`src/rtl/rcss_pkg.sv`:
```
/*
 package for the reset and clock start-up sequencer: delay figures,
 derived cycle counts, clock source and reset cause encodings, register map.
 assumes the sequencer runs from a 50 MHz reference clock.
*/
package rcss_pkg;

	localparam int CLK_HZ = 50000000;
	// delay figures in their own unit
	localparam int POR_DELAY_NS = 10000;
	localparam int STARTUP_REG_NS = 20000;
	localparam int POWER_UP_TIMER_MS = 64;
	localparam int RST_DELAY_NS = 20000;
	localparam int LOCK_NS = 20000;
	localparam int MON_DELAY_US = 500;
	// derived cycle counts, 20 ns period
	localparam int CLK_NS = 1000000000 / CLK_HZ;
	localparam int POR_CYC = POR_DELAY_NS / CLK_NS;
	localparam int STARTUP_REG_CYC = STARTUP_REG_NS / CLK_NS;
	localparam int POWER_UP_TIMER_CYC = (POWER_UP_TIMER_MS * 1000000) / CLK_NS;
	localparam int RST_CYC = RST_DELAY_NS / CLK_NS;
	localparam int LOCK_CYC = LOCK_NS / CLK_NS;
	localparam int MON_CYC = (MON_DELAY_US * 1000) / CLK_NS;
	localparam int OST_BITS = 10;
	localparam int CNT_W = 24;

	// clock source selection from the oscillator config word
	typedef enum logic [2:0] {
		SRC_EXT = 3'h0,
		SRC_FRC = 3'h1,
		SRC_INTERNAL_LOW_POWER_RC_OSC = 3'h2,
		SRC_EXT_PLL = 3'h3,
		SRC_FRC_PLL = 3'h4,
		SRC_XTAL = 3'h5,
		SRC_XTAL_PLL = 3'h6
	} rcss_src_e;

	// reset cause bit positions
	localparam int CAUSE_W = 7;
	localparam int CB_POR = 0;
	localparam int CB_PIN = 1;
	localparam int CB_WDOG = 2;
	localparam int CB_SW = 3;
	localparam int CB_OPC = 4;
	localparam int CB_UNINIT = 5;
	localparam int CB_TRAP = 6;

	// register map, word indices
	localparam logic [3:0] ADDR_CAUSE = 4'h0;
	localparam logic [3:0] ADDR_OSC = 4'h1;
	localparam logic [3:0] ADDR_STAT = 4'h2;
	localparam logic [3:0] ADDR_IRQ = 4'h3;
	localparam logic [3:0] ADDR_MASK = 4'h4;
	localparam logic [3:0] ADDR_CTRL = 4'h5;
	// event bits
	localparam int EV_W = 3;
	localparam int EV_RUN = 0;
	localparam int EV_CLKFAIL = 1;
	localparam int EV_MONON = 2;
	localparam logic [EV_W-1:0] MASK_RST = 3'h0;

endpackage

```
`src/rtl/rcss_sequencer.sv`:
```
/*
 reset and clock start-up sequencer: holds the system reset, waits for a
 valid clock, arms the clock monitor, keeps the reset cause and oscillator
 state, and offers a small register port with an interrupt.
 assumes all inputs are synchronous to mclk and reset is the power-on reset.
*/
`timescale 1ns/1ps
`default_nettype none

////////////////////////////////////////////////////////////////////////////////
// Operation
// - power-on holds system reset through power-on, start-up, then internal reset.
// - crystal waits start-up timer, pll waits lock, crystal pll waits both.
// - pin, watchdog, software and fault resets apply only internal reset time.
// - power-on delay lasts about ten microseconds.
// - start-up delay short with regulator on, long power-up timer otherwise.
// - wake from power-down applies start-up delay only when regulator is on.
// - ten-bit start-up timer counts 1024 oscillator periods before clock release.
// - pll source waits a lock interval before its clock is available.
// - crystal or pll sources insert monitor delay before monitoring starts.
// - enabled monitor starts checking when reset releases, after any delay.
// - no valid clock at monitor start switches to fast rc and traps.
// - core does not run until a valid clock is released.
// - clock start-up timing runs independently of reset delay timers.
// - other registers reset alike regardless of reset type; here warm resets keep the event and mask bits, only power-on clears them.
// - cause register records reset type; oscillator register reflects type and config.
// - monitor delay nominally 500 us, kept as a parameter.
module rcss_sequencer
	import rcss_pkg::*;
#(
	parameter int PORC = POR_CYC,
	parameter int STARTC = STARTUP_REG_CYC,
	parameter int PWRTC = POWER_UP_TIMER_CYC,
	parameter int RSTC = RST_CYC,
	parameter int LOCKC = LOCK_CYC,
	parameter int MONC = MON_CYC
) (
	input wire logic mclk,
	input wire logic reset,
	input wire logic extResetPinReq,
	input wire logic watchdogReq,
	input wire logic softwareReq,
	input wire logic illegalOpcodeReq,
	input wire logic uninitRegReq,
	input wire logic trapConflictReq,
	input wire logic wakeReq,
	input wire logic regulatorEn,
	input wire logic [2:0] oscConfigWord,
	input wire logic monitorEn,
	input wire logic oscTick,
	input wire logic pllLocked,
	input wire logic clockValid,
	input wire logic [3:0] regAddr,
	input wire logic [15:0] regWdata,
	input wire logic regWr,
	input wire logic regRd,
	output logic [15:0] regRdata,
	output logic systemResetSignal,
	output logic coreRun,
	output logic monitorActive,
	output logic useFastRc,
	output logic trapReq,
	output logic irq
);

	typedef enum logic [2:0] {
		ST_POR = 3'h0,
		ST_START = 3'h1,
		ST_RST = 3'h2,
		ST_DONE = 3'h3
	} rcss_rst_e;

	typedef enum logic [1:0] {
		CK_OST = 2'h0,
		CK_LOCK = 2'h1,
		CK_OK = 2'h2
	} rcss_clk_e;

	typedef struct packed {
		rcss_rst_e rst;
		logic [CNT_W-1:0] rcnt;
		rcss_clk_e ck;
		logic [OST_BITS-1:0] ost;
		logic [CNT_W-1:0] kcnt;
		logic monWait;
		logic [CNT_W-1:0] mcnt;
		logic monOn;
		logic fastRc;
		logic trap;
		logic [CAUSE_W-1:0] cause;
		rcss_src_e src;
		logic [EV_W-1:0] evt;
		logic [EV_W-1:0] mask;
		logic [15:0] rdata;
		logic runQ;
	} rcss_state_s;

	// state after power-on: only the power-on cause bit is set
	localparam rcss_state_s ST_INIT = '{
		rst: ST_POR,
		rcnt: '0,
		ck: CK_OST,
		ost: '0,
		kcnt: '0,
		monWait: 1'b1,
		mcnt: '0,
		monOn: 1'b0,
		fastRc: 1'b0,
		trap: 1'b0,
		cause: CAUSE_W'(1),
		src: SRC_EXT,
		evt: '0,
		mask: MASK_RST,
		rdata: '0,
		runQ: 1'b0
	};

	rcss_state_s st_r;
	rcss_state_s st_nxt;

	logic [CAUSE_W-1:0] warmReq;
	logic hasPll;
	logic hasXtal;
	logic clkLong;
	logic [EV_W-1:0] evSet;
	// config word is captured on the first edge after power-on release
	logic cfgTaken_r;
	rcss_src_e srcNow;

	// bit 0 stays clear: power-on is not a warm request
	assign warmReq = {
		trapConflictReq,
		uninitRegReq,
		illegalOpcodeReq,
		softwareReq,
		watchdogReq,
		extResetPinReq,
		1'b0
	};

	////////////////////////////////////////////////////////////////////////
	always_comb begin
		st_nxt = st_r;
		evSet = '0;
		// source must be known on the first edge, or the monitor delay is lost
		srcNow = cfgTaken_r ? st_r.src : rcss_src_e'(oscConfigWord);
		st_nxt.src = srcNow;
		hasPll = (srcNow == SRC_EXT_PLL) || (srcNow == SRC_FRC_PLL) ||
			(srcNow == SRC_XTAL_PLL);
		hasXtal = (srcNow == SRC_XTAL) || (srcNow == SRC_XTAL_PLL);
		clkLong = hasPll || hasXtal;
		// reset delay chain
		case (st_r.rst)
			ST_POR: begin
				if (st_r.rcnt >= CNT_W'(PORC - 1)) begin
					st_nxt.rst = ST_START;
					st_nxt.rcnt = '0;
				end else begin
					st_nxt.rcnt = st_r.rcnt + 1'b1;
				end
			end
			ST_START: begin
				// long timer only without the regulator
				if (st_r.rcnt >= (regulatorEn ? CNT_W'(STARTC - 1) :
						CNT_W'(PWRTC - 1))) begin
					st_nxt.rst = ST_RST;
					st_nxt.rcnt = '0;
				end else begin
					st_nxt.rcnt = st_r.rcnt + 1'b1;
				end
			end
			ST_RST: begin
				if (st_r.rcnt >= CNT_W'(RSTC - 1)) begin
					st_nxt.rst = ST_DONE;
					st_nxt.rcnt = '0;
				end else begin
					st_nxt.rcnt = st_r.rcnt + 1'b1;
				end
			end
			default: begin
				st_nxt.rcnt = '0;
			end
		endcase
		// clock qualification, independent of the reset chain
		case (st_r.ck)
			CK_OST: begin
				if (!hasXtal) begin
					st_nxt.ck = hasPll ? CK_LOCK : CK_OK;
				end else if (oscTick) begin
					st_nxt.ost = st_r.ost + 1'b1;
					if (st_r.ost == '1) begin
						st_nxt.ck = hasPll ? CK_LOCK : CK_OK;
					end
				end
			end
			CK_LOCK: begin
				// lock must hold for the whole interval
				if (!pllLocked) begin
					st_nxt.kcnt = '0;
				end else if (st_r.kcnt >= CNT_W'(LOCKC - 1)) begin
					st_nxt.ck = CK_OK;
				end else begin
					st_nxt.kcnt = st_r.kcnt + 1'b1;
				end
			end
			default: begin
			end
		endcase
		// monitor delay begins after the power-on and start-up delays
		if (st_r.monWait && (st_r.rst == ST_RST || st_r.rst == ST_DONE)) begin
			if (st_r.mcnt >= CNT_W'(MONC - 1)) begin
				st_nxt.monWait = 1'b0;
			end else begin
				st_nxt.mcnt = st_r.mcnt + 1'b1;
			end
		end
		if (monitorEn && st_r.rst == ST_DONE && !st_r.monWait &&
				!st_r.monOn) begin
			st_nxt.monOn = 1'b1;
			evSet[EV_MONON] = 1'b1;
			if (!clockValid) begin
				st_nxt.fastRc = 1'b1;
				st_nxt.trap = 1'b1;
				st_nxt.src = SRC_FRC;
				st_nxt.ck = CK_OK;
				evSet[EV_CLKFAIL] = 1'b1;
			end
		end
		if (st_r.trap && st_r.runQ) begin
			st_nxt.trap = 1'b0;
		end
		st_nxt.runQ = (st_r.rst == ST_DONE) && (st_r.ck == CK_OK);
		if (st_nxt.runQ && !st_r.runQ) begin
			evSet[EV_RUN] = 1'b1;
		end
		// warm resets and wake
		if (|warmReq) begin
			st_nxt.rst = ST_RST;
			st_nxt.rcnt = '0;
			st_nxt.runQ = 1'b0;
			st_nxt.monOn = 1'b0;
			st_nxt.trap = 1'b0;
			st_nxt.cause = st_r.cause | warmReq;
			st_nxt.fastRc = 1'b0;
			st_nxt.src = rcss_src_e'(oscConfigWord);
		end else if (wakeReq && regulatorEn && st_r.rst == ST_DONE) begin
			st_nxt.rst = ST_START;
			st_nxt.rcnt = '0;
			st_nxt.runQ = 1'b0;
		end
		// register port; event and mask bits survive warm resets, only power-on clears them
		st_nxt.rdata = '0;
		if (regRd) begin
			if (regAddr == ADDR_CAUSE) begin
				st_nxt.rdata = 16'(st_r.cause);
			end else if (regAddr == ADDR_OSC) begin
				st_nxt.rdata = {12'h000, st_r.fastRc, st_r.src};
			end else if (regAddr == ADDR_STAT) begin
				st_nxt.rdata = {10'h000, st_r.ck, st_r.monWait, st_r.monOn,
					st_r.runQ, st_r.trap};
			end else if (regAddr == ADDR_IRQ) begin
				st_nxt.rdata = 16'(st_r.evt);
			end else if (regAddr == ADDR_MASK) begin
				st_nxt.rdata = 16'(st_r.mask);
			end
		end
		if (regWr) begin
			if (regAddr == ADDR_CAUSE) begin
				// a warm request in the same cycle as the clear wins
				st_nxt.cause = (st_nxt.cause & ~regWdata[CAUSE_W-1:0]) |
					warmReq;
			end else if (regAddr == ADDR_IRQ) begin
				st_nxt.evt = st_r.evt & ~regWdata[EV_W-1:0];
			end else if (regAddr == ADDR_MASK) begin
				st_nxt.mask = regWdata[EV_W-1:0];
			end else if (regAddr == ADDR_CTRL && regWdata[0]) begin
				// software leaves the fast rc fallback
				st_nxt.fastRc = 1'b0;
				st_nxt.src = rcss_src_e'(regWdata[3:1]);
				st_nxt.ck = CK_OST;
				st_nxt.ost = '0;
				st_nxt.kcnt = '0;
			end
		end
		// set wins over a clear in the same cycle
		st_nxt.evt = st_nxt.evt | evSet;
		if (!clkLong) begin
			st_nxt.monWait = 1'b0;
		end
	end

	////////////////////////////////////////////////////////////////////////
	always_ff @(posedge mclk or posedge reset) begin
		if (reset) begin
			st_r <= ST_INIT;
			cfgTaken_r <= 1'b0;
		end else begin
			cfgTaken_r <= 1'b1;
			st_r <= st_nxt;
		end
	end

	assign regRdata = st_r.rdata;
	assign systemResetSignal = (st_r.rst != ST_DONE);
	assign coreRun = st_r.runQ;
	assign monitorActive = st_r.monOn;
	assign useFastRc = st_r.fastRc;
	assign trapReq = st_r.trap;
	assign irq = |(st_r.evt & st_r.mask);

endmodule
`default_nettype wire

```
`config.mk`:
```
export PLATFORM = sky130hd
export DESIGN_NAME = rcss_sequencer
export DESIGN_NICKNAME = d
export VERILOG_FILES = /design/src/rtl/rcss_pkg.sv /design/src/rtl/rcss_sequencer.sv
export SDC_FILE = /design/constraint.sdc
export NUM_CORES = 1
export LEC_CHECK = 0
export ABC_CLOCK_PERIOD_IN_PS = 3500
export BUFFER_PORTS_ARGS = -buffer_cell sky130_fd_sc_hd__buf_2
export CORE_MARGIN = 2
export CORE_UTILIZATION = 59
export CTS_CLUSTER_SIZE = 16
export DETAILED_ROUTE_END_ITERATION = 10
export HOLD_SLACK_MARGIN = 0.12
export PLACE_DENSITY = 0.8
export SYNTH_ARGS = -nofsm -noshare
export SYNTH_HDL_FRONTEND = slang
export SYNTH_SLANG_ARGS = --single-unit
```
`constraint.sdc`:
```
create_clock -name mclk -period 3.5 [get_ports mclk]
set_input_delay 0.175 -clock mclk [delete_from_list [all_inputs] [get_ports mclk]]
set_output_delay 0.175 -clock mclk [all_outputs]
set_load 0.02 [all_outputs]
```
==> results of run 1 <==
## kinds of logic (layout without fill, tap and decap cells)
kind of cell	after synthesis	after routing	synth area share, %
DFF	115	115	50.1
xor gates and xnor gates	51	51	7.76
adders and majority gates	16	16	3.48
muxes	11	11	2.04
AOI/OAI and AO/OA	66	66	7.89
and+or+nand+nor	246	246	23.7
other	2	11	0.131
buffers and inverters	49	116	4.87
## where the power goes
group	total (mW)	internal, mW	switching [mW]	leakage, nW
Combinational	0.321	0.136	0.185	1.18
Sequential	1.47	1.40	0.0740	1.53
Clock	1.74	1.09	0.652	0.281
## synthesized netlist by cell type (all sizes together), types with 2 or more instances
cell	number	area share [%]
nor3b	2	0.26
nand4	13	1.4
nor4	11	1.2
a211oi	3	0.39
nand2	54	3.5
nor2b	7	0.76
a21boi	4	0.52
nor2	67	6.5
a311oi	2	0.30
xor2	25	3.8
o21ai	15	1.3
mux2i	5	0.87
inv	11	0.72
nor4b	5	0.87
or2	2	0.22
a222oi	2	0.35
dfstp	2	0.91
clkbuf	18	1.2
a21oi	12	1.0
a21o	6	0.78
nor3	15	1.4
mux2	6	1.2
xnor2	26	4.0
nand2b	6	0.78
or4	5	0.65
nand3	21	1.8
dfrtp	113	49
a22o	3	0.46
buf	20	3.0
and3	10	1.1
and2	18	2.0
or3	6	0.65
o21a	2	0.26
ha	16	3.5
a22oi	6	0.78
a2111oi	2	0.41
conb	2	0.13
## metal layers
metal | up-vias | track usage, %
li1 | 2030 | -
met1 | 2101 | 29.3
met2 | 111 | 42.5
met3 | 25 | 6.10
met4 | 0 | 9.92
met5 | - | 0
## metrics by stage
step	worst slack (ns)	cells	power (mW)
after floorplan	0.284	565	1.70
after global placement	0.698	707	1.77
after detailed placement	0.573	707	1.79
after CTS	0.556	765	3.55
after global routing	0.389	765	3.68
final	0.556	765	3.54
## state kept, by name, summed over array words and instances, names as in the netlist
| signal | cells |
|---|---|
| trapReq | 1 |
| cfgTaken_r | 1 |
| regRdata | 7 |
| coreRun | 1 |
| useFastRc | 1 |
| monitorActive | 1 |
| st_r | 103 |
## cells in the final DEF (no fill, tap or decap), drive strengths merged, types with 3 or more instances in the layout
| cell | netlist | layout |
|---|---|---|
| a211oi | 3 | 3 |
| a21boi | 4 | 4 |
| a21o | 6 | 6 |
| a21oi | 12 | 12 |
| a22o | 3 | 3 |
| a22oi | 6 | 6 |
| and2 | 18 | 18 |
| and3 | 10 | 10 |
| buf | 20 | 47 |
| bufinv | 0 | 3 |
| clkbuf | 18 | 17 |
| clkinv | 0 | 5 |
| clkinvlp | 0 | 4 |
| conb | 2 | 11 |
| dfrtp | 113 | 113 |
| dlygate4sd3 | 0 | 26 |
| ha | 16 | 16 |
| inv | 11 | 14 |
| mux2 | 6 | 6 |
| mux2i | 5 | 5 |
| nand2 | 54 | 54 |
| nand2b | 6 | 6 |
| nand3 | 21 | 21 |
| nand4 | 13 | 13 |
| nor2 | 67 | 67 |
| nor2b | 7 | 7 |
| nor3 | 15 | 15 |
| nor4 | 11 | 11 |
| nor4b | 5 | 5 |
| o21ai | 15 | 15 |
| or3 | 6 | 6 |
| or4 | 5 | 5 |
| xnor2 | 26 | 26 |
| xor2 | 25 | 25 |
## cell type report
class	count	area [um^2]
repair buffers	73	508
inverters	11	43.8
flip-flops and latches	115	2880
well taps	133	166
multi-input cells	401	2630
clock buffers	17	414
fillers	674	2810
clock inverters	15	183
## final timing paths
path | slack, ns | cells after the start | endpoint
worst max-delay path | 0.56 | 7 | st_r[100]$_DFF_PP0_
worst min-delay path | 0.20 | 6 | st_r[88]$_DFF_PP0_
worst max register to register | 0.56 | 7 | st_r[100]$_DFF_PP0_
worst min register to register | 0.38 | 0 | st_r[55]$_DFFE_PP0P_
max in group asynchronous | 2.18 | 4 | st_r[26]$_DFFE_PP1P_
min in group asynchronous | 0.41 | 3 | st_r[39]$_DFFE_PP0P_
## worst register-to-register path, cell delays in order (launching register included)
cell       delay [ns]
dfrtp_1          0.43
inv_1            0.10
ha_1             0.29
nor4b_1          0.39
a2111oi_2        0.09
a311oi_1         0.49
or3_2            0.86
nor2_1           0.14
## timing repair
action	in CTS	in global routing
endpoints found under the hold margin	103	0
setup buffers	0	0
hold buffers	26	0
==> flow_summary_export.csv, run 1 <==
group,metric,value,unit
yosys,yosysSeqAreaShare,50.1,%
worst_setup_path,path_cells,"inv_1 -> ha_1 -> nor4b_1 -> a2111oi_2 -> a311oi_1 -> or3_2 -> nor2_1",
yosys,synth-main-ff-cell,"dfrtp_1",
placement,dpl-instance-area,5970,um^2
sta,rsz0062_at_grt,"no",
sta,fmax,0.340,GHz
sta,worst_pin_slew,0.957,ns
worst_hold_path,hp-start,"oscTick",
die,io_pins,61,
worst_hold_path,hold_path_class,"input port to flip-flop",
yosys,ys_ff_latch,115,
power_and_ir_drop,power.leakage,3.00,nW
clocking,post_cts_resized,0,
drt,num_vias,4267,
global_route,overflow,0,
worst_setup_path,worstPathRequired,3.85,ns
sta,max_slew_margin,36.2,%
worst_setup_path,crit_type,"flip-flop to flip-flop",
sta,post-route-period-util,84.1,%
clocking,clk_pin_slew_worst_paths,0.06,ns
sta,tns,0,ns
status,status,"finished clean",
drt,drt_first_pass_iters,4,
cells_and_area,final_cell_area,6830,um^2
cells_and_area,drive_gt1_share,18.5,%
sta,finalSetupViolCount,0,
cells_and_area,post-route-util,70.8,%
placement,port-buffer-count,42,
worst_setup_path,start_kind,"flip-flop",
placement,gp_congestion,0.828,
yosys,synth_edf_count,0,
global_route,grt_start_max_net_pins,78,
clocking,h-tree-depth,4,
drt,routed.top_layer,"met4",
worst_setup_path,critPathMaxFanout,23,
worst_setup_path,cp_num_buf_inv,1,
cells_and_area,num_antenna_cells,0,
power_and_ir_drop,vdd_drop_max,0.284,mV
cells_and_area,areaGrowthSynthToFinish,18.7,%
die,row_count,36,
drt,dr_wl_met3,479,um
die,die_w,103,um
die,die_h,103,um
placement,dp_hpwl,7440,um
sta,fin_skew,0.0104,ns
worst_setup_path,cp-end-kind,"flip-flop",
drt,wl_met2,6310,um
worst_setup_path,crit_family,"simple AND/OR/NAND/NOR gates",
yosys,synthArstFlopShare,100,%
run,cap_violations,0,
die,start_util,59.7,%
die,core,9640,um^2
global_route,grt_pass1_wl,20000,um
clocking,cts.root.buffer_cell,"clkbuf_8",
drt,drc,0,
worst_setup_path,startpoint,"st_r[121]$_DFFE_PP0P_",
drt,avgRoutedWirePerCell,15.8,um
sta,slew_viol_final,0,
drt,drt-met1-wl,5070,um
sta,post-route-min-period,2.94,ns
sta,holdWs,0.196,ns
yosys,synth-warning-count,0,
yosys,synthDistinctLibCells,61,
sta,finalHoldViolations,0,
worst_setup_path,cp_data_arrival_time,3.29,ns
clocking,cts-buffers-inserted,17,
cells_and_area,final_nets,674,
yosys,netlist_area,5750,um^2
drt,drt-initial-drc-count,154,
clocking,tritoncts,"done",
clocking,clk_path_buf_depth,2,
global_route,first_global_vias,4388,
drt,routed_wl,12100,um
clocking,insertion_delay,0.52,ns
worst_setup_path,max_stage_delay,0.86,ns
yosys,postSynthAreaPerCell,10.3,um^2
yosys,synth_cells,556,
worst_setup_path,crit_path_top_delay_cell,"or3_2",
global_route,antenna_found_initial,0,
die,fp.dieArea,10600,um^2
drt,ant_nets,0,
global_route,grt_usage,24.5,%
worst_setup_path,worstReg2RegStart,"st_r[121]$_DFFE_PP0P_",
drt,avgViaCountPerCell,5.58,
power_and_ir_drop,power_density,518,nW/um^2
clocking,clock_sinks,115,
(Power assumes the default switching activity.)
==> inputs of run 2 (changes only) <==
--- a/config.mk
+++ b/config.mk
@@ -5,7 +5,7 @@
 export SDC_FILE = /design/constraint.sdc
 export NUM_CORES = 1
 export LEC_CHECK = 0
-export ABC_CLOCK_PERIOD_IN_PS = 3500
+export ABC_CLOCK_PERIOD_IN_PS = 3100
 export BUFFER_PORTS_ARGS = -buffer_cell sky130_fd_sc_hd__buf_2
 export CORE_MARGIN = 2
 export CORE_UTILIZATION = 59
==> constraint.sdc (replaced) <==
create_clock -name mclk -period 3.1 [get_ports mclk]
set_input_delay 0.155 -clock mclk [delete_from_list [all_inputs] [get_ports mclk]]
set_output_delay 0.155 -clock mclk [all_outputs]
set_load 0.02 [all_outputs]
==> flow_summary_export.csv, run 2 (synthesized netlist as in run 1, its figures left out) <==
group,metric,value,unit
sta,worst_pin_slew,0.885,ns
die,start_util,59.7,%
die,row_count,36,
power_and_ir_drop,combPwrFrac,9.2,%
placement,dp_hpwl,7490,um
power_and_ir_drop,power_density,575,nW/um^2
worst_setup_path,cp_data_arrival_time,3.24,ns
worst_setup_path,start_kind,"flip-flop",
global_route,grt_start_max_net_pins,54,
sta,fin_skew,0.00952,ns
placement,dpl.cell_count,709,
placement,place_ws,0.421,ns
clocking,clk_path_buf_depth,2,
sta,finalSetupViolCount,0,
sta,post-route-period-util,90.1,%
sta,post-route-min-period,2.79,ns
worst_setup_path,rrSetupSlack,0.31,ns
sta,finalHoldViolations,0,
clocking,tritoncts,"done",
drt,drt_first_pass_iters,4,
sta,fmax,0.358,GHz
die,die_h,103,um
sta,fin_ws,0.307,ns
worst_setup_path,critPathMaxFanout,23,
cells_and_area,largest_reg_flops,103,
global_route,grt_util_met2,41.4,%
clocking,clock_sinks,115,
power_and_ir_drop,p_int,2.98,mW
clocking,cts.root.buffer_cell,"clkbuf_8",
worst_hold_path,hold_path_class,"input port to flip-flop",
drt,drc,0,
die,fp.dieArea,10600,um^2
cells_and_area,drive_gt1_share,18.8,%
sta,holdWs,0.137,ns
clocking,cts_setup_buffers,0,
drt,drt-initial-drc-count,209,
power_and_ir_drop,switching_share,24.4,%
global_route,met3_usage,6.98,%
sta,max_slew_margin,40.9,%
global_route,first_global_vias,4322,
worst_setup_path,worstPathRequired,3.54,ns
drt,avgRoutedWirePerCell,15.7,um
placement,gp_congestion,0.818,
global_route,grt_busiest_layer,"met2",
power_and_ir_drop,seqPwrFrac,42.2,%
run,cap_violations,0,
die,core,9640,um^2
sta,slew_viol_final,0,
worst_setup_path,cp-end-kind,"flip-flop",
global_route,overflow,0,
power_and_ir_drop,vdd_drop_max,0.466,mV
clocking,cts-buffers-inserted,17,
cells_and_area,largest_register,"st_r",
drt,avgViaCountPerCell,5.52,
die,die_w,103,um
clocking,clk_pin_slew_worst_paths,0.06,ns
drt,routed_wl,12100,um
clocking,h-tree-depth,4,
die,io_pins,61,
global_route,antenna_found_initial,1,
cells_and_area,areaGrowthSynthToFinish,19.2,%
global_route,grt_pass1_wl,20100,um
status,status,"finished clean",
drt,num_vias,4238,
worst_setup_path,crit_type,"flip-flop to flip-flop",
global_route,grt_usage,24.7,%
cells_and_area,final_cell_count_no_fill,768,
power_and_ir_drop,power.leakage,3.02,nW
sta,tns,0,ns
cells_and_area,layout_commonest_cell,"dfrtp_1",
clocking,insertion_delay,0.52,ns
cells_and_area,final_nets,676,
drt,ant_nets,0,
power_and_ir_drop,switching_power,961,uW
cells_and_area,final_cell_mix,"dfrtp_1 (113), nand2_1 (54), nor2_1 (47)",
placement,port-buffer-count,42,
power_and_ir_drop,power_frac_clock,48.6,%
global_route,met1_usage,30.3,%
sta,rsz0062_at_grt,"no",
[run 2: metrics by stage]
stage	cell area, um^2	util, %	power (mW)
after floorplan	5790	-	1.93
after global placement	6000	62.3	2.01
after detailed placement	6000	62.3	2.02
after CTS	6850	71.1	3.95
after global routing	6860	71.1	4.09
final	6860	71.1	3.94
[run 2: layout make-up]
| class | instances | area, um^2 |
|---|---|---|
| diodes | 1 | 2.50 |
| clock buffers | 23 | 487 |
| well taps | 133 | 166 |
| clock inverters | 9 | 101 |
| fillers | 657 | 2780 |
| repair buffers | 75 | 536 |
| flip-flops and latches | 115 | 2880 |
| multi-input cells | 401 | 2640 |
| inverters | 11 | 45.0 |
[run 2: worst max-delay path, stage by stage (launching register included)]
cell and delay, ns:
dfrtp_1 0.41, ha_1 0.31, a211oi_1 0.30, o21ai_0 0.16, a2111oi_2 0.43, a311oi_2 0.13
or3_2 0.49, buf_4 0.30, nor2_1 0.15
[run 2: power groups by stage]
stage | clock, mW | sequential [mW] | combinational, mW
final | 1.92 | 1.66 | 0.363
after global routing | 2.01 | 1.68 | 0.409
after CTS | 1.93 | 1.66 | 0.363
after detailed placement | 0 | 1.68 | 0.336
after global placement | 0 | 1.68 | 0.324
after floorplan | 0 | 1.67 | 0.260
[run 2: per-layer routing]
layer / vias to the layer above / wire length (um)
li1: 2034 / -
met1: 2055 / 5140
met2: 117 / 6160
met3: 32 / 523
met4: 0 / 255
met5: - / 0
[run 2: repair_timing]
item                                    in CTS  in global routing
hold buffers                                26                  0
resized for setup                            0                  1
endpoints found under the setup margin       0                  1
endpoints found under the hold margin       70                  0
[run 2: path summary, 6_finish.rpt]
path | cells after the start | startpoint | endpoint
setup / recovery | 8 | st_r[97]$_DFF_PP0_ | st_r[101]$_DFF_PP0_
hold / removal | 4 | regAddr[2] | regRdata[0]$_DFF_PP0_
setup reg to reg | 8 | st_r[97]$_DFF_PP0_ | st_r[101]$_DFF_PP0_
hold reg to reg | 0 | st_r[56]$_DFFE_PP0P_ | st_r[56]$_DFFE_PP0P_
max in group asynchronous | 4 | reset | st_r[116]$_DFF_PP0_
min in group asynchronous | 3 | reset | st_r[77]$_DFF_PP0_
==> inputs of run 3 (changes only) <==
==> config.mk (replaced) <==
export PLATFORM = sky130hd
export DESIGN_NAME = rcss_sequencer
export DESIGN_NICKNAME = d
export VERILOG_FILES = /design/src/rtl/rcss_pkg.sv /design/src/rtl/rcss_sequencer.sv
export SDC_FILE = /design/constraint.sdc
export NUM_CORES = 1
export LEC_CHECK = 0
export ABC_CLOCK_PERIOD_IN_PS = 2400
export BUFFER_PORTS_ARGS = -buffer_cell sky130_fd_sc_hd__buf_2
export CORE_UTILIZATION = 53
export CTS_CLUSTER_SIZE = 16
export DETAILED_ROUTE_END_ITERATION = 10
export HOLD_SLACK_MARGIN = 0.12
export PLACE_DENSITY = 0.76
export SYNTH_ARGS = -nofsm -noshare
export SYNTH_HDL_FRONTEND = slang
export SYNTH_SLANG_ARGS = --single-unit
==> constraint.sdc (replaced) <==
create_clock -name mclk -period 2.4 [get_ports mclk]
set_input_delay 0.12 -clock mclk [delete_from_list [all_inputs] [get_ports mclk]]
set_output_delay 0.12 -clock mclk [all_outputs]
set_load 0.02 [all_outputs]
==> flow_summary_export.csv, run 3 (synthesized netlist as in run 1, its figures left out) <==
group,metric,value,unit
sta,finalSetupViolCount,0,
run,cap_violations,0,
drt,drc,0,
sta,worst_pin_slew,0.777,ns
global_route,grt_start_max_net_pins,116,
worst_setup_path,crit_path_top_delay_cell,"or3_4",
global_route,antenna_found_initial,0,
worst_setup_path,cp-end-kind,"flip-flop",
sta,tns,0,ns
clocking,cts.root.buffer_cell,"clkbuf_8",
sta,rsz0062_at_grt,"no",
power_and_ir_drop,power_density,736,nW/um^2
drt,drt-initial-drc-count,209,
placement,dp_hpwl,7840,um
worst_setup_path,path_cells,"ha_1 -> a211oi_2 -> o21ai_0 -> a2111oi_2 -> a311oi_1 -> or3_4 -> buf_8 -> nor2_1",
clocking,tritoncts,"done",
worst_setup_path,worstPathRequired,2.85,ns
clocking,clock_sinks,115,
sta,holdWs,0.137,ns
die,die_w,106,um
worst_setup_path,max_stage_delay,0.41,ns
cells_and_area,multiInputGateArea,2640,um^2
placement,dpl.cell_count,727,
clocking,h-tree-depth,4,
global_route,overflow,0,
die,fp.dieArea,11300,um^2
cells_and_area,seqCellArea,2880,um^2
worst_setup_path,critPathMaxFanout,13,
cells_and_area,largest_register,"st_r",
clocking,clk_pin_slew_worst_paths,0.06,ns
clocking,insertion_delay,0.52,ns
placement,gp_congestion,0.836,
worst_setup_path,crit_type,"flip-flop to flip-flop",
power_and_ir_drop,vdd_drop_max,0.508,mV
cells_and_area,num_antenna_cells,0,
global_route,first_global_vias,4447,
die,row_count,37,
sta,post-route-min-period,2.28,ns
die,start_util,55.2,%
sta,fmax,0.438,GHz
placement,port-buffer-count,42,
die,core,10400,um^2
worst_hold_path,hold_path_class,"input port to flip-flop",
cells_and_area,drive_gt1_share,20.4,%
global_route,grt_pass1_wl,20800,um
sta,finalHoldViolations,0,
worst_setup_path,cp_data_arrival_time,2.73,ns
die,die_h,106,um
drt,avgRoutedWirePerCell,15.6,um
clocking,cts-buffers-inserted,17,
cells_and_area,areaGrowthSynthToFinish,23.2,%
global_route,grt_usage,23.8,%
drt,routed_wl,12400,um
sta,fin_skew,0.00803,ns
clocking,cts_setup_buffers,0,
drt,ant_nets,0,
placement,dpl-instance-area,6120,um^2
power_and_ir_drop,finalPower,5.21,mW
placement,place_ws,-0.0218,ns
sta,post-route-period-util,95.2,%
sta,max_slew_margin,47.4,%
cells_and_area,final_cell_count_no_fill,793,
cells_and_area,final_cell_mix,"dfrtp_1 (113), nand2_1 (54), nor2_1 (47)",
power_and_ir_drop,power.leakage,3.12,nW
cells_and_area,layout_commonest_cell,"dfrtp_1",
cells_and_area,final_cell_area,7090,um^2
drt,avgViaCountPerCell,5.50,
cells_and_area,n_fill_cell,753,
worst_setup_path,start_kind,"flip-flop",
cells_and_area,post-route-util,68.0,%
sta,slew_viol_final,0,
die,io_pins,61,
sta,fin_ws,0.115,ns
drt,drt_first_pass_iters,4,
status,status,"finished clean",
cells_and_area,largest_reg_flops,103,
drt,num_vias,4358,
clocking,clk_path_buf_depth,2,
cells_and_area,final_nets,699,
-- run 3: path summary, 6_finish.rpt --
path                                 startpoint  cells past startpoint                    to  slack, ns
max                          st_r[97]$_DFF_PP0_                      8   st_r[101]$_DFF_PP0_       0.12
min                                     oscTick                      6    st_r[88]$_DFF_PP0_       0.14
max reg2reg                  st_r[97]$_DFF_PP0_                      8   st_r[101]$_DFF_PP0_       0.12
min reg2reg                st_r[58]$_DFFE_PP0P_                      0  st_r[58]$_DFFE_PP0P_       0.38
max in group asynchronous                 reset                      4    st_r[96]$_DFF_PP0_       1.62
min in group asynchronous                 reset                      4    st_r[73]$_DFF_PP0_       0.30
-- run 3: timing repair --
item	CTS	global route
hold buffers	34	0
resized for setup	2	3
pin swaps	0	0
setup endpoints to repair	16	23
endpoints found under the hold margin	145	0
-- run 3: routing by layer --
metal / part of all wire (%) / global-route usage, %
met5: 0 / 0
met4: 1.9 / 8.73
met3: 3.7 / 6.56
met2: 51 / 40.3
met1: 43 / 28.9
-- run 3: power breakdown --
part	switching, mW	internal (mW)
registers	0.108	2.04
logic	0.271	0.211
clock network	0.913	1.67
-- run 3: worst max-delay path, delay by kind of cell, from the launching register on --
kind | cells | cell delay (ns)
fa+ha+maj | 1 | 0.23
compound gates | 4 | 0.88
buf+inv | 1 | 0.18
simple gates | 2 | 0.53
flops | 1 | 0.39
-- run 3: final cells by class --
class                           count  share of cell area [%]
Multi-Input combinational cell    401                    37.3
Inverter                           11                   0.636
Clock inverter                     11                    2.12
Sequential cell                   115                    40.6
Tap cell                          136                    2.40
Timing Repair Buffer               98                    10.4
Clock buffer                       21                    6.48
